**src/hdl/msr_pkg.sv**
```systemverilog
// package for the motor status and telemetry register group
package msr_pkg;

  // register offsets on the host register port
  localparam logic [7:0] MSR_ADDR_FAULT = 8'h00;
  localparam logic [7:0] MSR_ADDR_SPEED = 8'h01;
  localparam logic [7:0] MSR_ADDR_PERIOD = 8'h02;
  localparam logic [7:0] MSR_ADDR_KT = 8'h03;
  localparam logic [7:0] MSR_ADDR_CURRENT = 8'h04;

  // widths
  localparam int MSR_ADDR_W = 8;
  localparam int MSR_DATA_W = 16;
  localparam int MSR_CURRENT_W = 11;
  localparam int MSR_LOCK_COUNT = 6;

  // fault register field positions (lock flags)
  localparam int MSR_BIT_HW_CURRENT_LIMIT = 0;
  localparam int MSR_BIT_SPEED_ABNORMAL = 1;
  localparam int MSR_BIT_BEMF_CONST_ABNORMAL = 2;
  localparam int MSR_BIT_NO_MOTOR = 3;
  localparam int MSR_BIT_OPEN_LOOP_STUCK = 4;
  localparam int MSR_BIT_CLOSED_LOOP_STUCK = 5;

  // reset values
  localparam logic [15:0] MSR_RESET_READING = 16'h0000;
  localparam logic [10:0] MSR_RESET_CURRENT = 11'h000;
  localparam logic [15:0] MSR_READ_UNMAPPED = 16'h0000;

  // measurement set written by the measurement engine
  typedef struct packed {
    logic [15:0] rotation_rate;
    logic [15:0] electrical_period;
    logic [15:0] bemf_constant;
    logic [10:0] phase_current;
  } msr_meas_type;

  // host register port request
  typedef struct packed {
    logic [7:0] addr;
    logic wr;
    logic rd;
    logic [15:0] wdata;
  } msr_req_type;

endpackage

```
**src/hdl/msr_flag_cell.sv**
```systemverilog
// one sticky fault flag, set by hardware, cleared by writing one
module msr_flag_cell (
  // clock and reset
  input wire logic clk,
  input wire logic resetn,
  // hardware event and software clear
  input wire logic set_pulse,
  input wire logic clr_pulse,
  // flag state
  output logic flag
);

  logic flag_reg;
  logic flag_next;

  // set beats clear so an event in the clear cycle is not lost
  always_comb begin
    flag_next = flag_reg;
    if (set_pulse) begin
      flag_next = 1'b1;
    end else if (clr_pulse) begin
      flag_next = 1'b0;
    end
  end

  always_ff @(posedge clk or negedge resetn) begin
    if (!resetn) begin
      flag_reg <= 1'b0;
    end else begin
      flag_reg <= flag_next;
    end
  end

  assign flag = flag_reg;

endmodule

```
**src/hdl/msr_telemetry_regs.sv**
```systemverilog
// motor status and telemetry register group: lock flags and measurements
// Operation
// - six lock flags in fault bits 5:0, reset to 0, cleared by writing 1
// - read-only 16-bit rotation rate at 0x01, hertz is value over 10
// - read-only 16-bit period at 0x02, microseconds is value times 10
// - read-only 16-bit back-EMF constant at 0x03, value over 2 over 1090
// - read-only 11-bit phase current in bits 10:0 at 0x04
// - current register bits 15:11 read as zero; software leaves them alone
module msr_telemetry_regs
  import msr_pkg::*;
#(
  parameter int LOCK_COUNT = MSR_LOCK_COUNT
) (
  // clock and reset
  input wire logic clk,
  input wire logic resetn,
  // host register port
  input wire msr_req_type req,
  output logic [15:0] rdata,
  output logic rvalid,
  // measurement engine side
  input wire logic meas_valid,
  input wire msr_meas_type meas,
  input wire logic [LOCK_COUNT-1:0] lock_event,
  // summary status
  output logic fault_any
);

  // the flag layout is fixed by the fault register
  if (LOCK_COUNT != MSR_LOCK_COUNT) begin : g_bad_lock_count
    $error("msr_telemetry_regs: LOCK_COUNT must be 6");
  end

  logic [LOCK_COUNT-1:0] flags;
  logic [LOCK_COUNT-1:0] clr_vec;
  msr_meas_type meas_reg;
  msr_meas_type meas_next;
  logic [15:0] rdata_reg;
  logic [15:0] rdata_next;
  logic rvalid_reg;
  logic rvalid_next;
  logic fault_any_reg;
  logic fault_any_next;
  logic fault_wr;

  assign fault_wr = req.wr && (req.addr == MSR_ADDR_FAULT);
  assign clr_vec = fault_wr ? req.wdata[LOCK_COUNT-1:0] : '0;

  for (genvar i = 0; i < LOCK_COUNT; i++) begin : g_flag
    msr_flag_cell u_flag (
      .clk(clk),
      .resetn(resetn),
      .set_pulse(lock_event[i]),
      .clr_pulse(clr_vec[i]),
      .flag(flags[i])
    );
  end

  // measurement capture; host writes to these offsets are ignored
  always_comb begin
    meas_next = meas_reg;
    if (meas_valid) begin
      meas_next = meas;
    end
  end

  always_ff @(posedge clk or negedge resetn) begin
    if (!resetn) begin
      meas_reg.rotation_rate <= MSR_RESET_READING;
      meas_reg.electrical_period <= MSR_RESET_READING;
      meas_reg.bemf_constant <= MSR_RESET_READING;
      meas_reg.phase_current <= MSR_RESET_CURRENT;
    end else begin
      meas_reg <= meas_next;
    end
  end

  // read mux; data appears the cycle after the read strobe
  always_comb begin
    rdata_next = rdata_reg;
    rvalid_next = req.rd;
    if (req.rd) begin
      if (req.addr == MSR_ADDR_FAULT) begin
        // flags in low bits, others zero
        rdata_next = {{(MSR_DATA_W - LOCK_COUNT){1'b0}}, flags};
      end else if (req.addr == MSR_ADDR_SPEED) begin
        rdata_next = meas_reg.rotation_rate;
      end else if (req.addr == MSR_ADDR_PERIOD) begin
        rdata_next = meas_reg.electrical_period;
      end else if (req.addr == MSR_ADDR_KT) begin
        rdata_next = meas_reg.bemf_constant;
      end else if (req.addr == MSR_ADDR_CURRENT) begin
        rdata_next = {{(MSR_DATA_W - MSR_CURRENT_W){1'b0}}, meas_reg.phase_current};
      end else begin
        rdata_next = MSR_READ_UNMAPPED;
      end
    end
  end

  // summary is one cycle behind the flags so it comes from a flop
  always_comb begin
    fault_any_next = |flags;
  end

  always_ff @(posedge clk or negedge resetn) begin
    if (!resetn) begin
      rdata_reg <= 16'h0000;
      rvalid_reg <= 1'b0;
      fault_any_reg <= 1'b0;
    end else begin
      rdata_reg <= rdata_next;
      rvalid_reg <= rvalid_next;
      fault_any_reg <= fault_any_next;
    end
  end

  assign rdata = rdata_reg;
  assign rvalid = rvalid_reg;
  assign fault_any = fault_any_reg;

  // checks
  property p_flag_clear;
    @(posedge clk) disable iff (!resetn)
    (fault_wr && req.wdata[0] && !lock_event[0]) |=> (flags[0] == 1'b0);
  endproperty
  a_flag_clear: assert property (p_flag_clear) else $error("flag not cleared");

  property p_flag_set;
    @(posedge clk) disable iff (!resetn)
    lock_event[5] |=> flags[5] ##1 (flags[5] || $past(clr_vec[5]));
  endproperty
  a_flag_set: assert property (p_flag_set) else $error("flag did not set");

  property p_flag_sticky;
    @(posedge clk) disable iff (!resetn)
    (flags[3] && !clr_vec[3]) |=> flags[3];
  endproperty
  a_flag_sticky: assert property (p_flag_sticky) else $error("flag dropped");

  property p_speed_read;
    @(posedge clk) disable iff (!resetn)
    (req.rd && req.addr == MSR_ADDR_SPEED) |=>
      (rvalid && rdata == $past(meas_reg.rotation_rate));
  endproperty
  a_speed_read: assert property (p_speed_read) else $error("speed readback wrong");

  property p_period_read;
    @(posedge clk) disable iff (!resetn)
    (meas_valid ##1 (req.rd && req.addr == MSR_ADDR_PERIOD && !meas_valid)) |=>
      (rdata == $past(meas.electrical_period, 2));
  endproperty
  a_period_read: assert property (p_period_read) else $error("period readback wrong");

  property p_kt_read;
    @(posedge clk) disable iff (!resetn)
    (meas_valid ##1 (req.rd && req.addr == MSR_ADDR_KT && !meas_valid)) |=>
      (rdata == $past(meas.bemf_constant, 2));
  endproperty
  a_kt_read: assert property (p_kt_read) else $error("constant readback wrong");

  property p_current_read;
    @(posedge clk) disable iff (!resetn)
    (meas_valid ##1 (req.rd && req.addr == MSR_ADDR_CURRENT && !meas_valid)) |=>
      (rdata[10:0] == $past(meas.phase_current, 2));
  endproperty
  a_current_read: assert property (p_current_read) else $error("current readback wrong");

  property p_current_reserved;
    @(posedge clk) disable iff (!resetn)
    (req.rd && req.addr == MSR_ADDR_CURRENT) |=> (rvalid && rdata[15:11] == 5'h00);
  endproperty
  a_current_reserved: assert property (p_current_reserved) else $error("reserved bits set");

  property p_fault_read;
    @(posedge clk) disable iff (!resetn)
    (req.rd && req.addr == MSR_ADDR_FAULT) |=>
      (rvalid && rdata[LOCK_COUNT-1:0] == $past(flags) && rdata[MSR_DATA_W-1:LOCK_COUNT] == '0);
  endproperty
  a_fault_read: assert property (p_fault_read) else $error("fault readback wrong");

  // host writes never reach the readings; only a capture moves them
  property p_reading_hold;
    @(posedge clk) disable iff (!resetn)
    !meas_valid |=> $stable(meas_reg);
  endproperty
  a_reading_hold: assert property (p_reading_hold) else $error("reading moved");

  property p_zero_write_keeps;
    @(posedge clk) disable iff (!resetn)
    (fault_wr && !req.wdata[1] && flags[1]) |=> flags[1];
  endproperty
  a_zero_write_keeps: assert property (p_zero_write_keeps) else $error("zero write cleared");

  property p_set_wins;
    @(posedge clk) disable iff (!resetn)
    (lock_event[2] && clr_vec[2]) |=> flags[2];
  endproperty
  a_set_wins: assert property (p_set_wins) else $error("clear beat a set");

  // answer strobe must track the read strobe exactly one edge later
  property p_rvalid_pulse;
    @(posedge clk) disable iff (!resetn)
    rvalid == $past(req.rd);
  endproperty
  a_rvalid_pulse: assert property (p_rvalid_pulse) else $error("read answer out of step");

  property p_fault_any;
    @(posedge clk) disable iff (!resetn)
    fault_any == |$past(flags);
  endproperty
  a_fault_any: assert property (p_fault_any) else $error("fault summary out of step");

  c_flag_cleared: cover property (@(posedge clk) disable iff (!resetn) flags[0] ##1 !flags[0]);
  c_set_wins: cover property (@(posedge clk) disable iff (!resetn) lock_event[2] && clr_vec[2]);
  c_current_read: cover property (@(posedge clk) disable iff (!resetn)
    req.rd && req.addr == MSR_ADDR_CURRENT);
  c_capture_read: cover property (@(posedge clk) disable iff (!resetn)
    meas_valid ##1 (req.rd && req.addr == MSR_ADDR_PERIOD));
  c_summary_rise: cover property (@(posedge clk) disable iff (!resetn)
    !fault_any ##1 fault_any);

endmodule

```
**config.mk**
```make
export PLATFORM = sky130hd
export DESIGN_NAME = msr_telemetry_regs
export DESIGN_NICKNAME = d
export VERILOG_FILES = /design/src/hdl/msr_pkg.sv /design/src/hdl/msr_flag_cell.sv /design/src/hdl/msr_telemetry_regs.sv
export SDC_FILE = /design/constraint.sdc
export NUM_CORES = 1
export LEC_CHECK = 0
export ABC_CLOCK_PERIOD_IN_PS = 900
export BUFFER_PORTS_ARGS = -buffer_cell sky130_fd_sc_hd__buf_2
export CAP_MARGIN = 20
export CORE_UTILIZATION = 46
export CTS_CLUSTER_SIZE = 25
export DETAILED_ROUTE_END_ITERATION = 16
export PLACE_DENSITY = 0.83
export SLEW_MARGIN = 15
export SYNTH_ARGS = -nofsm -noshare
export SYNTH_HDL_FRONTEND = slang
export SYNTH_HIERARCHICAL = 1
export SYNTH_SLANG_ARGS = --single-unit
```
**constraint.sdc**
```tcl
create_clock -name clk -period 0.9 [get_ports clk]
set_input_delay 0.045 -clock clk [delete_from_list [all_inputs] [get_ports clk]]
set_output_delay 0.045 -clock clk [all_outputs]
set_load 0.005 [all_outputs]
```
# After elaboration in Yosys (flattened, before gate mapping)

Index checks and enable logic that the tools add are counted.

Muxes and demuxes: 18
Equality and inequality tests: 4
Reductions and logical operators: 9

Operator list:

| kind                                          | count |
|---|---|
| two-way mux 16 bit                            | 4 |
| == test 8 x 2 -> 1 bit, second input constant | 2 |
| two-way mux 1 bit                             | 12 |
| nonzero test 2 bit                            | 6 |
| two-way mux 11 bit                            | 1 |
| == test 8 x 1 -> 1 bit, second input constant | 1 |
| == test 8 x 3 -> 1 bit, second input constant | 1 |
| logical NOT 8 bit                             | 1 |
| two-way mux 6 bit                             | 1 |
| OR reduction 6 bit                            | 1 |
| logical AND 1 bit                             | 1 |

Bits of input ports: 94
Flip-flop bits (word level): 83
Output and inout bits: 18

# Logic depth before layout (Yosys ltp)

Gate-level depths: netlist of run 1.

Word-level depth: 6
Mapped depth: 7
Gate-level depth less buffers: 5

# Hierarchy

The synthesis of run 1 kept the hierarchy.

Modules (own cells, without submodules):

| module             | seq. area each (um2) | times used | cells each | area each (um2) |
|---|---|---|---|---|
| msr_telemetry_regs | 1926.8               | 1          | 283        | 3452.1 |
| msr_flag_cell      | 25.0                 | 6          | 3          | 36.3 |

# Least setup slack after synthesis of run 1

No wires, ideal clock.

Path kind: input port to flip-flop
From: input req[19] (netlist name)
To: register rdata_reg[2] (netlist: rdata[2])
Data required time: 759 ps
Arrival time: 1171 ps
Stages on the path: 7
Slack: -413 ps
Path buffers: 3
Cells stage by stage: buf_2 > or2_1 > buf_2 > nor4_4 > and2_1 > buf_4 > a221oi_1

Longest elaborated chain between the ends: 6
Elaborated cells between the ends (all ways): 10

RTL lines:

| element                | RTL line                  | text |
|---|---|---|
| from (decl)            | msr_telemetry_regs.sv:18  | `input wire msr_req_type req,` |
| == test 8 x 3 -> 1 bit | msr_telemetry_regs.sv:92  | `end else if (req.addr == MSR_ADDR_CURRENT) begin` |
| two-way mux 11 bit     | msr_telemetry_regs.sv:92  |  |
| two-way mux 16 bit     | msr_telemetry_regs.sv:90  | `end else if (req.addr == MSR_ADDR_KT) begin` |
| two-way mux 16 bit     | msr_telemetry_regs.sv:88  | `end else if (req.addr == MSR_ADDR_PERIOD) begin` |
| two-way mux 16 bit     | msr_telemetry_regs.sv:86  | `end else if (req.addr == MSR_ADDR_SPEED) begin` |
| two-way mux 16 bit (*) | msr_telemetry_regs.sv:83  | `if (req.addr == MSR_ADDR_FAULT) begin` |
| to (signal assigned)   | msr_telemetry_regs.sv:111 | `rdata_reg <= rdata_next;` |
| to (decl)              | msr_telemetry_regs.sv:38  | `logic [15:0] rdata_reg;` |

Every way passes the cells marked *; elsewhere a longest branch is shown, timed or not.
A chain may end at the register's enable or synchronous reset.

# Worst setup path in the final report of run 1

From: register meas_reg[30] (netlist name)
To: register rdata_reg[3] (netlist: rdata[3])

Longest elaborated chain between the ends: 3

RTL lines:

| element                | RTL line                 | text |
|---|---|---|
| from (decl)            | msr_telemetry_regs.sv:36 | `msr_meas_type meas_reg;` |
| from (signal assigned) | msr_telemetry_regs.sv:74 | `meas_reg <= meas_next;` |
| two-way mux 16 bit     | msr_telemetry_regs.sv:88 |  |
| two-way mux 16 bit     | msr_telemetry_regs.sv:86 |  |
| two-way mux 16 bit     | msr_telemetry_regs.sv:83 |  |

No other way between the ends.

==> results, run 1 <==
- After detailed routing, the number of vias per cell comes to 5.21.
- In this run the static leakage power is 2.59 nW.
- The clock insertion delay at the later pin of the skew report is between 0.3 and 0.4 ns.
- The final max-slew violation count is 0.
- The floorplan step defined a die boundary enclosing around 0.0083 sq mm.
- Clock skew on the completed layout was measured at 0.00923 ns.
- The H-tree generated during clock tree synthesis spans 3 levels.
- The number of max-cap violations is 0.
- Across the VDD grid, the largest voltage drop is 0.00102 V.
- The area of the core is slightly below 0.008 sq mm.
- A synthesized cell averages roughly 12 sq um.
- Along the worst path, the maximum fanout reaches 2.
- The average wire length per cell after detail routing is between 15 and 20 um.
- Summed over all failing endpoints, the final setup total negative slack is -3.46 ns.
- The flow ran to the end, but the final reports show violations.
- The number of nets produced by synthesis is roughly 400.
- Data arrives at the worst endpoint at between 1 and 1.5 ns.
- The clock drives 83 sinks.
- For this run the aggregate overflow at the end of global routing stands at 0.
- The global-route wire length before repair is about 16 mm.
- For this block, the initial DRC count from the detailed router was about 100.
- The maximum clock frequency is 881 MHz.
- After synthesis, the netlist uses 30 different library cells.
- The register area share after synthesis is a little under three fifths.
- The worst register-to-register path has a depth of 3.
- The class of the tightest hold or removal check is primary input to async pin.
- The post-layout instance count excluding filler cells is slightly above 600.
- The design area is 0.00560 sq mm.
- The detailed-placement wirelength estimate is about 6.4 mm.
- The final period utilization is 126%.
- No sink is reached through more buffers than the 2 on the longest clock path.
- The gate count after technology mapping is between 300 and 400.
- Yosys printed 6 warnings.
- After the last flow step, the layout net total stands at between 500 and 600.
- The maximum number of pins on one net before global-route repair is between 40 and 50.
- The worst setup path is launched from a register.
- The number of antenna violations at the first check in global routing is 1.
- The proportion of layout cells with a drive suffix above 1 is between 40% and 50%.
- By startpoint and endpoint, the worst setup path is classified as register to register.
- The clock root buffer master is clkbuf_8.
- Global routing consumed, over all layers together, 24.9% of the routing resources.
- The total of buffers placed on input and output ports is around 100.
- The utilization of the core after routing is 72.4%.
- The TritonCTS clock tree is yes.
- After detailed placement, the design holds a cell count of 513.
- For this run, design rule violations remaining after detail routing come to 0.
- The checks that failed: negative setup slack.
- Setup repair after global routing could not meet its margin everywhere.
- For this configuration, the core starts out at a cell density of roughly 47%.
- Power spread over the standard cell area amounts to roughly 1500 mW/mm^2.
- The placed cell area is approximately 0.0045 sq mm.
- The flip-flop count of the largest register, all copies and words added is just under 60.
- The floorplan step set the die height to roughly 91 um.
- The number of flip-flops and latches in the synthesized netlist is 83.
- The via count of the routed design is 3,168.
- The number of hold-slack violations in the final timing report was 0.
- The antenna violation net count after detailed routing is 0.
- The shortest clock period the worst path allows after layout is ~1.1 ns.
- The mapped cell area is roughly 0.0037 sq mm.
- Setup violations remaining at the end of the flow were counted as 38.
- The layout overhead on the synthesized area is 52.5%.
- At the end of routability-driven placement, the weighted congestion stood at roughly 0.78.
- The critical path data required time is ~1.1 ns.
- The clock-pin slew reported for the worst setup and hold paths after clock tree synthesis is roughly 0.09 ns.
- STA classifies the critical path endpoint as a register.
- The TritonCTS buffer count is 9.
- The worst pin sits at a relative slew slack of 78.9%.
- Summed over all layers, the routed wires come to a little over 10 mm.
- For the pin with the worst max-slew slack, the measured transition is between 0.3 and 0.4 ns.
- The via count of the first global-routing pass is roughly 3,300.
- The pre-antenna-repair detailed-routing pass consisted of 4 iterations.
- The floorplan has 32 rows.
- The die is between 90 and 100 um wide.
- The least setup slack across all paths after layout is -0.235 ns.
- Power comes to ~8.2 mW.
- For this design the top-level I/O count stands at between 100 and 150.
placed cells by master (no fill, tap or decap), types with 5 or more instances in the layout:
cell type and count:
dfrtp_1 83, buf_12 7, o21ai_1 5, dlygate4sd3_1 66
buf_6 5, and3_1 9, clkbuf_8 12, nor2b_1 9
a32oi_1 5, o22ai_1 7, buf_2 97, mux2i_1 7
buf_4 32, a21o_1 6, inv_1 19, nor2_1 10
mux2_2 55, a21oi_1 19
critical path, cell delays in order, from the launching register on:
cell     delay, ns
dfrtp_1       0.39
a32oi_1       0.19
o21ai_1       0.14
a221o_1       0.31
final timing paths:
| kind | from | end | slack [ns] |
|---|---|---|---|
| min in group clk | req[0] | g_flag[0].u_flag/flag | 0.10 |
| max in group asynchronous | resetn | g_flag[4].u_flag/flag | 0.36 |
| worst max-delay path | meas_reg[30] | rdata[3] | -0.23 |
| worst max register to register | meas_reg[30] | rdata[3] | -0.23 |
| worst min-delay path | resetn | meas_reg[19] | 0.07 |
| worst min register to register | meas_reg[33] | meas_reg[33] | 0.51 |
timing repair:
action / CTS / global route
pin swaps: 9 / 6
setup buffers: 5 / 8
cloned: 0 / 0
hold buffers: 66 / 0
endpoints found under the setup margin: 34 / 40
endpoints found under the hold margin: 148 / 0
gates resized for setup: 17 / 14
stage by stage:
step | worst slack, ns | hold WS [ns]
after floorplan | -0.349 | -0.251
after global routing | -0.285 | 0.0678
after detailed placement | -0.689 | -0.107
after global placement | -0.619 | -0.106
final | -0.235 | 0.0712
after CTS | -0.228 | 0.0462
cells by family (layout without fill, tap and decap cells):
family	Yosys count	count (layout)	share of synthesized area, %
compound gates	63	63	11.6
simple gates	50	50	7.94
mux	64	64	19.4
flops	83	83	56.6
other cells	0	1	0
buf+inv	41	245	4.43
layout make-up:
| class | count | area [sq um] |
|---|---|---|
| multi-input combinational | 177 | 1530 |
| antenna | 1 | 2.50 |
| fill | 520 | 2130 |
| timing repair buffer | 207 | 1580 |
| clock inverter | 4 | 33.8 |
| clock buffer | 12 | 165 |
| tap | 102 | 128 |
| sequential | 83 | 2080 |
| inverter | 22 | 82.6 |
per-layer routing:
metal | vias to the layer above | wire, um | global-route usage (%)
li1 | 1480 | - | -
met1 | 1569 | 4290 | 31.2
met2 | 100 | 5200 | 43.4
met3 | 19 | 409 | 3.52
met4 | 0 | 231 | 9.92
met5 | - | 0 | 0
power by group:
part / internal [mW] / leakage (nW) / switching (mW)
registers: 4.00 / 0.987 / 0.163
logic: 0.834 / 1.50 / 0.561
clock network: 1.24 / 0.0988 / 1.36
synth_stat cells:
cell | number | share of area [%]
nor4_1 | 2 | 0.34
nor2_1 | 10 | 1.0
nor3_1 | 4 | 0.55
nand3_1 | 1 | 0.14
o21ai_0 | 8 | 1.1
and2_1 | 2 | 0.34
o32ai_1 | 5 | 1.2
nor4_4 | 1 | 0.58
mux2i_1 | 7 | 1.9
or2_1 | 1 | 0.17
buf_2 | 4 | 0.55
a221o_1 | 4 | 1.1
and3_1 | 10 | 1.7
a21o_1 | 6 | 1.2
o21a_1 | 1 | 0.20
buf_4 | 1 | 0.20
a32o_1 | 4 | 1.1
nor2b_1 | 11 | 1.9
or4_4 | 1 | 0.31
a32oi_1 | 5 | 1.2
dfrtp_1 | 83 | 57
nand2b_1 | 3 | 0.51
nand2_1 | 4 | 0.41
mux2_2 | 57 | 17
a21oi_1 | 21 | 2.9
clkbuf_1 | 14 | 1.4
o22ai_1 | 7 | 1.2
a221oi_1 | 2 | 0.48
inv_1 | 21 | 2.1
clkinv_1 | 1 | 0.10
No activity file was read; power rests on OpenSTA's default activity.
==> run 2, diff against run 1 <==
--- a/config.mk
+++ b/config.mk
@@ -12,6 +12,7 @@
 export CTS_CLUSTER_SIZE = 25
 export DETAILED_ROUTE_END_ITERATION = 16
 export PLACE_DENSITY = 0.83
+export SETUP_SLACK_MARGIN = 0.4
 export SLEW_MARGIN = 15
 export SYNTH_ARGS = -nofsm -noshare
 export SYNTH_HDL_FRONTEND = slang
==> run 2 against run 1 <==
  * The flow finishes with violations (negative hold slack, negative setup slack)
  * Die area unchanged
  * Total power up 4.4%
  * Clock skew increased by 0.0040 ns
  * Wire length rose by 0.34%
  * Sequential share of layout area is 0.83 points higher
  * Sequential power about the same
  * Final cell count fell by 5.8%
==> results, run 2 (synthesis gave the netlist of run 1 again) <==
- The clock-pin slew reported for the worst setup and hold paths after clock tree synthesis is 0.09 ns.
- Counting tap cells, the placed design contains a total of 538 instances.
- The initial utilization of the core area, before any placement, comes to between 40% and 50%.
- The final max-slew violation count is 0.
- The DRC violation count after routing is 0.
- By startpoint and endpoint, the worst setup path is classified as register to register.
- For this block, the initial DRC count from the detailed router was 169.
- The layout has around 520 filler cells.
- The total congestion overflow is 0.
- The clock insertion delay at the later pin of the skew report is around 0.37 ns.
- The critical path data required time is around 1.2 ns.
- Derived from the worst setup path, the maximum achievable clock frequency is 852 MHz.
- The endpoint identified for the worst register-to-register timing path is rdata[4].
- The leakage dissipation is roughly 2.7 nW.
- The number of clock sinks is 83.
- The total of buffers placed on input and output ports is 101.
- The wire-length estimate of the detail-placed layout is 6.88 mm.
- The remaining max-slew budget at the tightest pin is between 70% and 80%.
- The number of hold-slack violations in the final timing report was between 100 and 150.
- The maximum count of clock buffers along a single path is 2.
- The placed cell area is approximately 0.005 sq mm.
- The floorplan step defined a core boundary enclosing between 0.007 and 0.008 sq mm.
- The library cells used most frequently in the layout, excluding fill and tap cells, are buf_2, dfrtp_1, mux2_4.
- The detail route stage leaves a number of antenna-violating nets equal to 0.
- Across the VDD grid, the largest voltage drop is 0.000723 V.
- In this run the worst path has a maximum fanout of 2.
- In this run the critical register-to-register path is launched from meas_reg[31].
- In the routed layout, each cell is associated on average with a via count of 5.36.
- The post-detailed-routing wire length is a little over 10 mm.
- Setup violations remaining at the end of the flow were counted as 46.
- In this run, CTS created clock tree buffers numbering 9.
- TritonCTS built the clock tree.
- The depth of the worst register-to-register path is 3.
- Leaving out fill and tap cells, the most frequent cell in the layout is buf_2.
- In this design, the stage delay of the slowest critical-path cell is ~0.42 ns.
- The flow ran to the end, but the final reports show violations.
- The tightest hold margin is -0.477 ns.
- The checks that failed: negative hold slack, negative setup slack.
- The count of pins on the block boundary is 112.
- The maximum number of pins on one net before global-route repair is 45.
- The cell sitting at the root of the clock tree is a clkbuf_8.
- The signal on the critical path passes through a32oi_1 > o21ai_1 > a221o_1.
- Setup slack on the worst reg-to-reg path comes out at -0.27 ns.
- The routability congestion estimate from global placement is roughly 0.86.
- The slowest stage of the critical path is the dfrtp_1 cell.
- The worst clock skew is ~0.013 ns.
- After layout, the worst path uses 130% of the clock period.
- The via count of the first global-routing pass is 3,132.
- The die width is roughly 91 um.
- The total routing usage reported by global routing is about a quarter.
- The die covers 0.00834 sq mm.
- The detailed-routing iteration count for the pre-antenna-repair pass is 4.
- The worst hold path belongs to the class primary input to async pin.
- The via count of the routed design is between 3,000 and 4,000.
- The number of diodes added for antenna fixing is 0.
- The post-layout net count is 560.
- The finished layout holds roughly 570 standard cells, fillers aside.
- Relative to the synthesized area, the layout overhead comes to 49.2%.
- In this run the core area contains 32 standard-cell rows.
- At the pin with the least slew margin, the transition time is 0.360 ns.
- The number of levels in the clock H-tree is 3.
- In the final layout, the share of cells above drive strength 1 is between 50% and 60%.
- The capturing element type of the critical path is a register.
- The worst setup path is launched from a register.
- Power spread over the standard cell area amounts to ~1600 mW/mm^2.
- At the worst endpoint, the arrival time is about 1.4 ns.
- Once routing completed, OpenROAD measured the worst setup slack at -0.273 ns.
- Dividing the detail-routed wire length by the instance count gives between 15 and 20 um.
- The global-route wire length before repair is ~16 mm.
- Once layout is done, the placed cells without fillers occupy 0.00548 sq mm.
- Setup repair after global routing could not meet its margin everywhere.
- The die span in y is 91.3 um.
- The register with the most flip-flops in the layout has 59 of them.
- The shortest clock period the worst path allows after layout is ~1.2 ns.
- The number of antenna violations at the first check in global routing came to 0.
- The tool flagged a number of max-cap violations equal to 0.
==> run 2: changes by cell type in the layout (fill, tap and decap cells not counted), moves of 3 or more <==
cell,delta
mux2_4,+55
dlygate4sd3_1,-66
clkbuf_8,-3
buf_6,+22
o21ai_0,-3
mux2_2,-55
buf_4,+13
==> run 2: what timing repair did <==
item	in CTS	in global routing
pin swaps	19	8
endpoints found under the setup margin	100	100
resized for setup	37	19
hold endpoints to repair	148	148
setup buffers	13	6
cloned	0	0
==> run 2: worst max-delay path by stage <==
| stage | slack, ns | start | cells past startpoint | to |
|---|---|---|---|---|
| floorplan | -0.35 | req[21] | 5 | rdata[2] |
| global placement | -0.61 | req[21] | 5 | rdata[2] |
| CTS | -0.21 | meas_reg[30] | 3 | rdata[3] |
| detailed placement | -0.64 | req[21] | 5 | rdata[5] |
| finish | -0.27 | meas_reg[31] | 3 | rdata[4] |
| global route | -0.29 | meas_reg[31] | 3 | rdata[4] |
==> run 2: critical path, delay by kind of cell, from the launching register on <==
kind / cells / cell delay (ns)
compound gates: 3 / 0.66
flops: 1 / 0.42
==> run 2: stage by stage <==
step | utilization, % | setup TNS (ns) | setup WS [ns] | power, mW
floorplan | - | -4.31 | -0.349 | 4.99
global placement | 63.7 | -10.34 | -0.608 | 5.59
detailed placement | 63.7 | -11.39 | -0.644 | 5.65
CTS | 69.2 | -3.41 | -0.211 | 8.45
global route | 70.9 | -5.78 | -0.294 | 8.85
finish | 70.9 | -4.26 | -0.273 | 8.52
==> run 2: power by group <==
part           total (mW)  internal (mW)  switching (mW)
clock                2.72           1.29            1.42
sequential           4.19           4.00           0.193
combinational        1.61          0.997           0.609
==> run 2: layout make-up <==
class / instances / area (sq um) / area share (%)
sequential: 83 / 2080 / 37.9
multi-input combinational: 177 / 1750 / 32.0
timing repair buffer: 173 / 1240 / 22.6
tap: 102 / 128 / 2.33
clock buffer: 9 / 124 / 2.26
inverter: 22 / 82.6 / 1.51
clock inverter: 7 / 76.3 / 1.39
==> run 2: metal layers <==
metal / GRT usage (%) / share of wire (%) / up-vias
li1: - / - / 1405
met1: 32.0 / 43 / 1549
met2: 40.4 / 50 / 100
met3: 5.95 / 4.8 / 16
met4: 7.94 / 2.0 / 0
met5: 0 / 0 / -
